==> config.mk <==
export PLATFORM = sky130hd
export DESIGN_NAME = tspm_top
export DESIGN_NICKNAME = d
export VERILOG_FILES = /design/src/hw/tspm_pkg.sv /design/src/hw/tspm_cnt_if.sv /design/src/hw/tspm_top.sv /design/src/hw/tspm_core.sv
export SDC_FILE = /design/constraint.sdc
export NUM_CORES = 1
export LEC_CHECK = 0
export BUFFER_PORTS_ARGS = -buffer_cell sky130_fd_sc_hd__buf_2
export CORE_MARGIN = 4
export CORE_UTILIZATION = 56
export DETAILED_ROUTE_END_ITERATION = 16
export GPL_TIMING_DRIVEN = 1
export PLACE_DENSITY = 0.85
export SLEW_MARGIN = 30
export SYNTH_ARGS = -nofsm -noshare
export SYNTH_HDL_FRONTEND = slang
export SYNTH_SLANG_ARGS = --single-unit
==> constraint.sdc <==
create_clock -name hclk -period 5 [get_ports hclk]
set_input_delay 0.5 -clock hclk [delete_from_list [all_inputs] [get_ports hclk]]
set_output_delay 0.5 -clock hclk [all_outputs]
set_load 0.01 [all_outputs]
==> src/hw/tspm_pkg.sv <==
/*
 Package for the single pulse timer: register offsets, field positions,
 reset values and mode encodings.
 Assumes a 32-bit AHB-Lite register bus with word-aligned registers.
*/
package tspm_pkg;
   // ----------------------------------------------------------------------
   // register byte offsets
   // ----------------------------------------------------------------------
   localparam logic [11:0] CTRL_OFS    = 12'h000; // timer_control_1
   localparam logic [11:0] CMPA_OFS    = 12'h004; // compare_reg_a
   localparam logic [11:0] CMPP_OFS    = 12'h008; // compare_reg_p
   localparam logic [11:0] COUNT_OFS   = 12'h00C; // counter, read only
   localparam logic [11:0] STATUS_OFS  = 12'h010; // flag, write one to clear

   // ----------------------------------------------------------------------
   // timer_control_1 and status field positions
   // ----------------------------------------------------------------------
   localparam int RUN_POS     = 0;
   localparam int CCLR_POS    = 1;
   localparam int OCTRL_LO    = 4;
   localparam int MODE_LO     = 6;
   localparam int FLAG_POS    = 0;

   localparam logic [1:0] MODE_SINGLE  = 2'h2;
   localparam logic [1:0] OCTRL_SINGLE = 2'h3;

   localparam logic [9:0]  COUNT_RST = 10'h000;
   localparam logic [9:0]  CMP_RST   = 10'h000;
   localparam logic [31:0] RDATA_RST = 32'h0000_0000;

   typedef enum logic [1:0] {TSPM_IDLE, TSPM_RUN, TSPM_STOP} tspm_state_t;
endpackage : tspm_pkg

==> src/hw/tspm_cnt_if.sv <==
/*
 Interface between the register front end and the counter core.
 Assumes both ends run on the same hclk.
*/
interface tspm_cnt_if #(parameter int W = 10);
   logic         run;        // run bit as software holds it
   logic         single;     // single pulse mode and output control 11 both selected
   logic [W-1:0] cmp_a;
   logic [W-1:0] count;
   logic         match;      // one-cycle pulse on compare-a match
   logic         pulse;

   modport regs (output run, output single, output cmp_a,
                 input count, input match, input pulse);
   modport core (input run, input single, input cmp_a,
                 output count, output match, output pulse);
endinterface : tspm_cnt_if

==> src/hw/tspm_top.sv <==
/*
 Single pulse timer with an AHB-Lite register slave.
 Assumes one master, single word transfers, hclk at 100 MHz.
*/
module tspm_top #(
   parameter int W = 10
) (
   input  wire logic        hclk,
   input  wire logic        hresetn,
   input  wire logic        hsel,
   input  wire logic [11:0] haddr,
   input  wire logic [1:0]  htrans,
   input  wire logic        hwrite,
   input  wire logic [2:0]  hsize,
   input  wire logic [31:0] hwdata,
   input  wire logic        hready,
   output logic      [31:0] hrdata,
   output logic             hreadyout,
   output logic             hresp,
   output logic             timer_out,
   output logic             compare_a_irq_flag
);
   // elaboration check: the register map only serves a ten bit timer
   if (W != 10) begin : g_bad_width
      $error("tspm_top: register map holds a ten bit timer");
   end

   typedef struct packed {
      logic         wr_pend;
      logic [11:0]  addr;
      logic         timer_run_bit;
      logic         counter_clear_select;
      logic [1:0]   output_ctrl;
      logic [1:0]   timer_mode_sel;
      logic [W-1:0] compare_reg_a;
      logic [W-1:0] compare_reg_p;
      logic         flag;
      logic [31:0]  rdata;
   } tspm_regs_st_t;

   tspm_regs_st_t st_reg, st_next;
   tspm_cnt_if #(.W(W)) cif ();

   // ----------------------------------------------------------------------
   // read mux
   // ----------------------------------------------------------------------
   function automatic logic [31:0] rd_word(input tspm_regs_st_t s, input logic [11:0] a,
                                           input logic [W-1:0] cnt);
      logic [31:0] r;
      r = tspm_pkg::RDATA_RST;
      unique case (a)
         tspm_pkg::CTRL_OFS: begin
            r[tspm_pkg::RUN_POS]                  = s.timer_run_bit;
            r[tspm_pkg::CCLR_POS]                 = s.counter_clear_select;
            r[tspm_pkg::OCTRL_LO+:2]              = s.output_ctrl;
            r[tspm_pkg::MODE_LO+:2]               = s.timer_mode_sel;
         end
         tspm_pkg::CMPA_OFS:   r[W-1:0] = s.compare_reg_a;
         tspm_pkg::CMPP_OFS:   r[W-1:0] = s.compare_reg_p;
         tspm_pkg::COUNT_OFS:  r[W-1:0] = cnt;
         tspm_pkg::STATUS_OFS: r[tspm_pkg::FLAG_POS] = s.flag;
         default:              r = tspm_pkg::RDATA_RST;     // unmapped reads zero
      endcase
      return r;
   endfunction : rd_word

   // ----------------------------------------------------------------------
   // bus slave and register state
   // ----------------------------------------------------------------------
   // zero wait state: writes land in the data phase, reads are registered
   // in the address phase so hrdata is valid in the data phase
   logic acc;
   assign acc = hsel && hready && htrans[1];

   always_comb begin
      st_next         = st_reg;
      st_next.wr_pend = acc && hwrite;
      if (acc) begin
         st_next.addr = {haddr[11:2], 2'b00};
      end
      if (acc && !hwrite) begin
         st_next.rdata = rd_word(st_reg, {haddr[11:2], 2'b00}, cif.count);
      end
      if (st_reg.wr_pend) begin
         unique case (st_reg.addr)
            tspm_pkg::CTRL_OFS: begin
               st_next.timer_run_bit        = hwdata[tspm_pkg::RUN_POS];
               st_next.counter_clear_select = hwdata[tspm_pkg::CCLR_POS];
               st_next.output_ctrl          = hwdata[tspm_pkg::OCTRL_LO+:2];
               st_next.timer_mode_sel       = hwdata[tspm_pkg::MODE_LO+:2];
            end
            tspm_pkg::CMPA_OFS: st_next.compare_reg_a = hwdata[W-1:0];
            tspm_pkg::CMPP_OFS: st_next.compare_reg_p = hwdata[W-1:0];
            tspm_pkg::STATUS_OFS: begin
               if (hwdata[tspm_pkg::FLAG_POS]) st_next.flag = 1'b0;
            end
            default: ;
         endcase
      end
      // hardware wins over a software write in the same cycle
      if (cif.match) begin
         st_next.timer_run_bit = 1'b0;
         st_next.flag          = 1'b1;
      end
   end

   always_ff @(posedge hclk or negedge hresetn) begin
      if (!hresetn) begin
         st_reg <= '0;
      end else begin
         st_reg <= st_next;
      end
   end

   // ----------------------------------------------------------------------
   // core hookup and outputs
   // ----------------------------------------------------------------------
   assign cif.run    = st_reg.timer_run_bit;
   assign cif.cmp_a  = st_reg.compare_reg_a;
   // output control must read 11 for the pin to be driven in this mode
   assign cif.single = (st_reg.timer_mode_sel == tspm_pkg::MODE_SINGLE) &&
                       (st_reg.output_ctrl == tspm_pkg::OCTRL_SINGLE);

   tspm_core #(.W(W)) u_core (
      .hclk    (hclk),
      .hresetn (hresetn),
      .cif     (cif.core)
   );

   assign hrdata             = st_reg.rdata;
   assign hreadyout          = 1'b1;
   assign hresp              = 1'b0;
   assign timer_out          = cif.pulse;
   assign compare_a_irq_flag = st_reg.flag;
endmodule : tspm_top

==> src/hw/tspm_core.sv <==
/*
 Counter core of the single pulse timer: counts while running, stops on a
 compare-a match in single pulse mode with output control 11, drives the pulse.
 Assumes run and cmp_a come from logic on the same clock.
*/
module tspm_core #(
   parameter int W = 10
) (
   input  wire logic  hclk,
   input  wire logic  hresetn,
   tspm_cnt_if.core   cif
);
   // elaboration check: compare and count logic is sized for 2 to 16 bits
   if (W < 2 || W > 16) begin : g_bad_width
      $error("tspm_core: W out of range");
   end

   typedef struct packed {
      logic         run_d;
      logic         going;
      logic [W-1:0] count;
      logic         match;
   } tspm_core_st_t;

   tspm_core_st_t st_reg, st_next;

   // ----------------------------------------------------------------------
   // counter state
   // ----------------------------------------------------------------------
   // restart only on a rising run bit; a p match or clear select never enter here
   always_comb begin
      st_next       = st_reg;
      st_next.match = 1'b0;
      st_next.run_d = cif.run;
      if (cif.run && !st_reg.run_d) begin
         st_next.count = '0;
         st_next.going = 1'b1;
      end else if (!cif.run) begin
         st_next.going = 1'b0;
      end else if (st_reg.going && cif.single && st_reg.count == cif.cmp_a) begin
         st_next.going = 1'b0;
         st_next.match = 1'b1;
      end else if (st_reg.going) begin
         st_next.count = st_reg.count + 1'b1;
      end
   end

   always_ff @(posedge hclk or negedge hresetn) begin
      if (!hresetn) begin
         st_reg <= '0;
      end else begin
         st_reg <= st_next;
      end
   end

   assign cif.count = st_reg.count;
   assign cif.match = st_reg.match;
   assign cif.pulse = st_reg.going && cif.single;
endmodule : tspm_core

### Yosys cells after proc, flatten, opt, wreduce, memory -nomap -nowiden

Index checks and enable logic that the tools add are counted.

| operators by class | value |
|---|---|
| eq/ne operators | 12 |
| reduce and logical (&&, ||, !) cells | 24 |
| add/subtract/negate cells | 1 |
| multiplexer cells | 21 |

Operators with widths:

| cell | number |
|---|---|
| 10-bit 2-to-1 mux | 4 |
| 10-bit by 2-bit == test with 1-bit output, second input constant | 3 |
| 27-bit 2-to-1 mux | 1 |
| 11-bit 2-to-1 mux | 2 |
| 10-bit by 1-bit == test with 1-bit output, second input constant | 2 |
| 10-bit by 3-bit == test with 1-bit output, second input constant | 2 |
| 4-bit one-hot mux with 4 select lines | 1 |
| 12-bit logical NOT | 1 |
| 2-bit one-hot mux with 3 select lines | 2 |
| 2-bit nonzero test | 6 |
| 10-bit by 1-bit adder with 10-bit output, second input constant | 1 |
| 10-bit == test | 1 |
| 10-bit logical NOT | 1 |
| 1-bit logical AND | 8 |
| 1-bit 2-to-1 mux | 8 |
| 2-bit AND reduction | 4 |
| 6-bit 2-to-1 mux | 1 |
| 3-bit AND reduction | 2 |
| 1-bit one-hot mux with 5 select lines | 1 |
| 2-bit == test, second input constant | 2 |
| 1-bit one-hot mux with 4 select lines | 1 |
| 3-bit by 1-bit != test with 1-bit output, second input constant | 1 |
| 1-bit logical NOT | 2 |
| 2-bit by 1-bit != test with 1-bit output, second input constant | 1 |

| storage, ports and cells | value |
|---|---|
| register bits after elaboration | 61 |
| word-level logic and storage cells | 72 |

### Depth between registers and ports, before layout

| logic depth | value |
|---|---|
| word-level depth | 7 |
| depth in mapped cells | 7 |
| gate-level depth less buffers | 5 |

### Cells and area by module

Synthesis repeated with hierarchy kept, for this count alone.

| unflattened totals | value |
|---|---|
| cell total of the unflattened synthesis | 297 |
| area, all modules | 3,402.0 sq um |

By module, submodules not included:

| module | sequential area each (sq um) | area an instance (sq um) | cells an instance | instances |
|---|---|---|---|---|
| tspm_top | 1,201.2 | 2,427.3 | 196 | 1 |
| tspm_core | 325.3 | 974.7 | 101 | 1 |

### Worst setup path before layout

Ideal clock, no wire load.

| path | value |
|---|---|
| path type | input port to flip-flop |
| from | input haddr[9] |
| to | register st_reg (netlist bit hrdata[1]) |
| arrival | 2.393 ns |
| setup slack | 2.541 ns |
| data required time | 4.934 ns |
| buffers on the path | 1 |
| cell stages on the path | 6 |
| cell sequence | or4_1 -> or4_1 -> or3_1 -> buf_6 -> nor3b_4 -> a221o_1 |

| between the ends | value |
|---|---|
| word-level cells in the longest chain between the ends | 2 |

RTL lines:

| item | line | source |
|---|---|---|
| start, declared | tspm_top.sv:11 | `input wire logic [11:0] haddr,` |
| 10-bit by 2-bit == test with 1-bit output, or another cell as far along | tspm_top.sv:51 | `unique case (a)` |
| 1-bit one-hot mux with 4 select lines (*) | tspm_top.sv:51 |  |
| end signal, assigned | tspm_top.sv:111 | `st_reg <= st_next;` |
| end, declared | tspm_top.sv:41 | `tspm_regs_st_t st_reg, st_next;` |

Every way passes the cells marked *; elsewhere a longest branch is shown, timed or not.
A chain may end at the register's enable or synchronous reset.

### Worst setup path in the final report

| path | value |
|---|---|
| from | input haddr[9] |
| to | register st_reg (netlist bit hrdata[5]) |

| between the ends | value |
|---|---|
| word-level cells in the longest chain between the ends | 2 |

RTL lines:

| item | line |
|---|---|
| 10-bit by 2-bit == test with 1-bit output, or another cell as far along | tspm_top.sv:51 |
| 4-bit one-hot mux with 4 select lines (*) | tspm_top.sv:51 |

Marks and branches as above.

==> impl_results.md <==
- Area of the core region: 0.005540 mm^2
- Number of gates resized after CTS: 0
- Actual slew at the worst max-slew pin: 947.2 ps
- Overall fraction of global-route tracks in use: 18.82%
- Clock sink count: 61
- Met3 usage: under 10%
- Std-Cell Rows: 27
- Die extent in y: 84.01 um
- Switching part of the total power: 22.82%
- Via count of the first global-routing pass: roughly 2.1k
- Setup slack on the worst flop-to-flop path: about 2700 ps
- Part of the power in the clock network: 41.6%
- Wire length of the first global-routing pass: ~10000 um
- Peak-usage layer in the global routing report: met2
- Worst vdd rail ir drop: 126.0 uV
- Total via count after detailed routing: ~2.2k
- Skew-Pair Late Insertion Delay: ~340 ps
- R2R depth: 4
- Max Root-Sink Buffers: 2
- Wire length per cell after detailed routing: 15.83 um
- Nets: 370
- H-Tree Depth: 3
- Top fanout value on the critical path: 10
- Final setup viols: 0
- Category of the worst setup path launch point: input port
- Diodes inserted: 0
- Fraction of the core area covered by cells at the end of the flow: 62.62%
- Post-synthesis instance total: 289
- Final antenna-violating net count: 0
- Crit path kind: in -> reg
- DRC violation count after routing: 0
- Worst Setup End Kind: register
- Most common library cell in the layout ignoring fill and taps: sky130_fd_sc_hd__dfrtp_1
- Weighted congestion at the end of routability-driven global placement: 0.8311
- TritonCTS clock tree: done
- Hold crit path type: in -> async
- FF-to-FF Start: st_reg[64]
- Int Pwr: 803.1 uW
- Pin count of the biggest net entering global routing: 62
- Signal arrival time at the worst endpoint: 2720 ps
- Critical path required time: 5280 ps
- Dominant register cell in the synthesized netlist: sky130_fd_sc_hd__dfrtp_1
- Crit path from: haddr[9]
- Starting Density: around 58%
- Postcts setup bufs: 0
- Post-cts hold buffer count: 0
- Number of endpoints with negative hold slack in the final report: 0
- Antenna violations before repair: 0
- Highest achievable clock rate: 0.4107 GHz
- Number of detailed-routing iterations run before antenna repair: 4
- Sequential share of power: 51.2%
- Total power density per cell area: ~300 mW/mm^2
- Outcome: complete, no violations
- Vias per cell: 5.604
- Part of the power in combinational logic: 7.2%
- Fill count: 418
- Yosys cell types: 39
- HPWL Detailed: around 4500 um
- Total length of routed wires: 6191 um
- Relative slew margins: a little over a third
- Most frequent cells in the layout: 61 x sky130_fd_sc_hd__dfrtp_1, 37 x sky130_fd_sc_hd__buf_2, 35 x sky130_fd_sc_hd__mux2_2, 24 x sky130_fd_sc_hd__conb_1, 21 x sky130_fd_sc_hd__nor2_1
- Portion of the post-synthesis area used by sequential elements: 47.18%
- Horiz. Die Dim: 84.01 um
- Average size of a mapped cell: between 10 and 15 um^2
- Largest register FFs: 26
- Total clock buffers created by CTS: 9
- Post-synthesis cell area: 0.003236 mm^2
- Overall die area: 0.007058 mm^2
- P&R area growth vs syn: 7.231%
- Unrepaired setup endpoints after global routing: false
- Number of flops mapped to enable cells by yosys: 0
- Worst Clk Skew: 9.328 ps
- Root Buffer: sky130_fd_sc_hd__clkbuf_8
- Final critical-path share of the clock period: 48.70%
- Number of port buffers: 37
- Footprint of the flip-flops and latches: 0.001526 mm^2
- Leakage Power: between 0.0015 and 0.002 uW
- Flop and latch count out of synthesis: 61
- Net Sw Power: 237.5 uW
- Min Tclk post-route: 2435 ps
- Endpoint of the most critical register-to-register path: st_reg[57]
- Global route total overflow: 0
- Share of layout cells above drive strength 1: 28.53%
- Detailed Route Iter0 Violations: about 130
- Warnings, synthesis: 0
- Area of the multi-input gates: roughly 0.0014 mm^2
- Max-cap viol count: 0
- I/O pin cnt: 90
- GRT met1 Usage: 23.85%
- Clock transition time at the flip-flop clock pins of the worst setup and hold paths: 60 ps
- Final-report max-slew violation count: 0
- Final-layout setup total negative slack: 0 ps
- Met2 routing resource usage after global routing: slightly below 30%
- Post-synth ARST share: 100.0%
-- through the flow --
step	instance area [um^2]	power (uW)	cells	worst slack (ps)	hold slack, ps
final	3470	1041	391	2565	312.2
after global routing	3470	1081	391	2402	394.0
after CTS	3470	1050	391	2563	333.4
after detailed placement	3277	617.2	376	2203	417.7
after global placement	3271	612.6	376	2243	419.7
after floorplan	3318	599.8	311	2541	204.4
-- power by group through the flow --
stage	clock network [uW]	logic (uW)	registers, uW
after global placement	0	72.5	540
after detailed placement	0	75.7	542
after global routing	462	83.8	535
after floorplan	0	64.7	535
final	433	75.4	532
after CTS	442	75.8	532
-- logic make-up after synthesis --
kind of cell,count (synthesis),synth area share [%]
AOI/OAI and AO/OA,36,8.508
xor gates and xnor gates,10,2.707
adders and majority gates,1,0.3866
buffers and inverters,54,11.48
DFF,61,47.18
muxes,48,16.20
other,2,0.2321
and+or+nand+nor,77,13.30
-- routing by layer --
layer  wire, um  part of all wire, %  vias up
met1       2695                   44     1079
met4        161                  2.6        0
met3        344                  5.6       15
met2       2991                   48       64
li1           -                    -     1033
met5          0                    0        -
-- cell usage after synthesis, types with 6 or more instances --
library cell                n  area (um^2)
sky130_fd_sc_hd__inv_1      7        26.28
sky130_fd_sc_hd__mux2i_1   13        130.1
sky130_fd_sc_hd__clkbuf_1   6        22.52
sky130_fd_sc_hd__a31oi_1    9        56.30
sky130_fd_sc_hd__a211o_1    6        52.55
sky130_fd_sc_hd__nor2_1    21        78.83
sky130_fd_sc_hd__buf_4     34        255.2
sky130_fd_sc_hd__mux2_2    35        394.1
sky130_fd_sc_hd__xor2_1    10        87.58
sky130_fd_sc_hd__nor3b_1    6        45.04
sky130_fd_sc_hd__nand2_1   13        48.80
sky130_fd_sc_hd__and3_1     7        43.79
sky130_fd_sc_hd__dfrtp_1   61         1526
sky130_fd_sc_hd__a221o_1    9        90.09
-- critical path: stages --
cell and delay, ps:
sky130_fd_sc_hd__buf_2 100, sky130_fd_sc_hd__or4_1 500, sky130_fd_sc_hd__or4_1 440, sky130_fd_sc_hd__or3_1 550, sky130_fd_sc_hd__nor3b_4 410, sky130_fd_sc_hd__a221o_1 210
-- how the worst max path moves through the flow --
| stage | end | slack [ps] | cells after the start |
|---|---|---|---|
| after global placement | hrdata[7] | 2240 | 6 |
| after detailed placement | hrdata[9] | 2200 | 6 |
| final | hrdata[5] | 2570 | 6 |
| after global routing | hrdata[2] | 2400 | 6 |
| after floorplan | hrdata[1] | 2540 | 6 |
| after CTS | hrdata[5] | 2560 | 6 |
-- final cells by class --
| cell class | count | area share [%] |
|---|---|---|
| repair buffers | 40 | 5.986 |
| multi-input cells | 196 | 41.11 |
| well taps | 72 | 2.596 |
| flip-flops and latches | 61 | 44.00 |
| inverters | 7 | 0.7573 |
| clock buffers | 14 | 4.688 |
| clock inverters | 1 | 0.8655 |
Note: power is estimated with default switching activity, not from simulation.
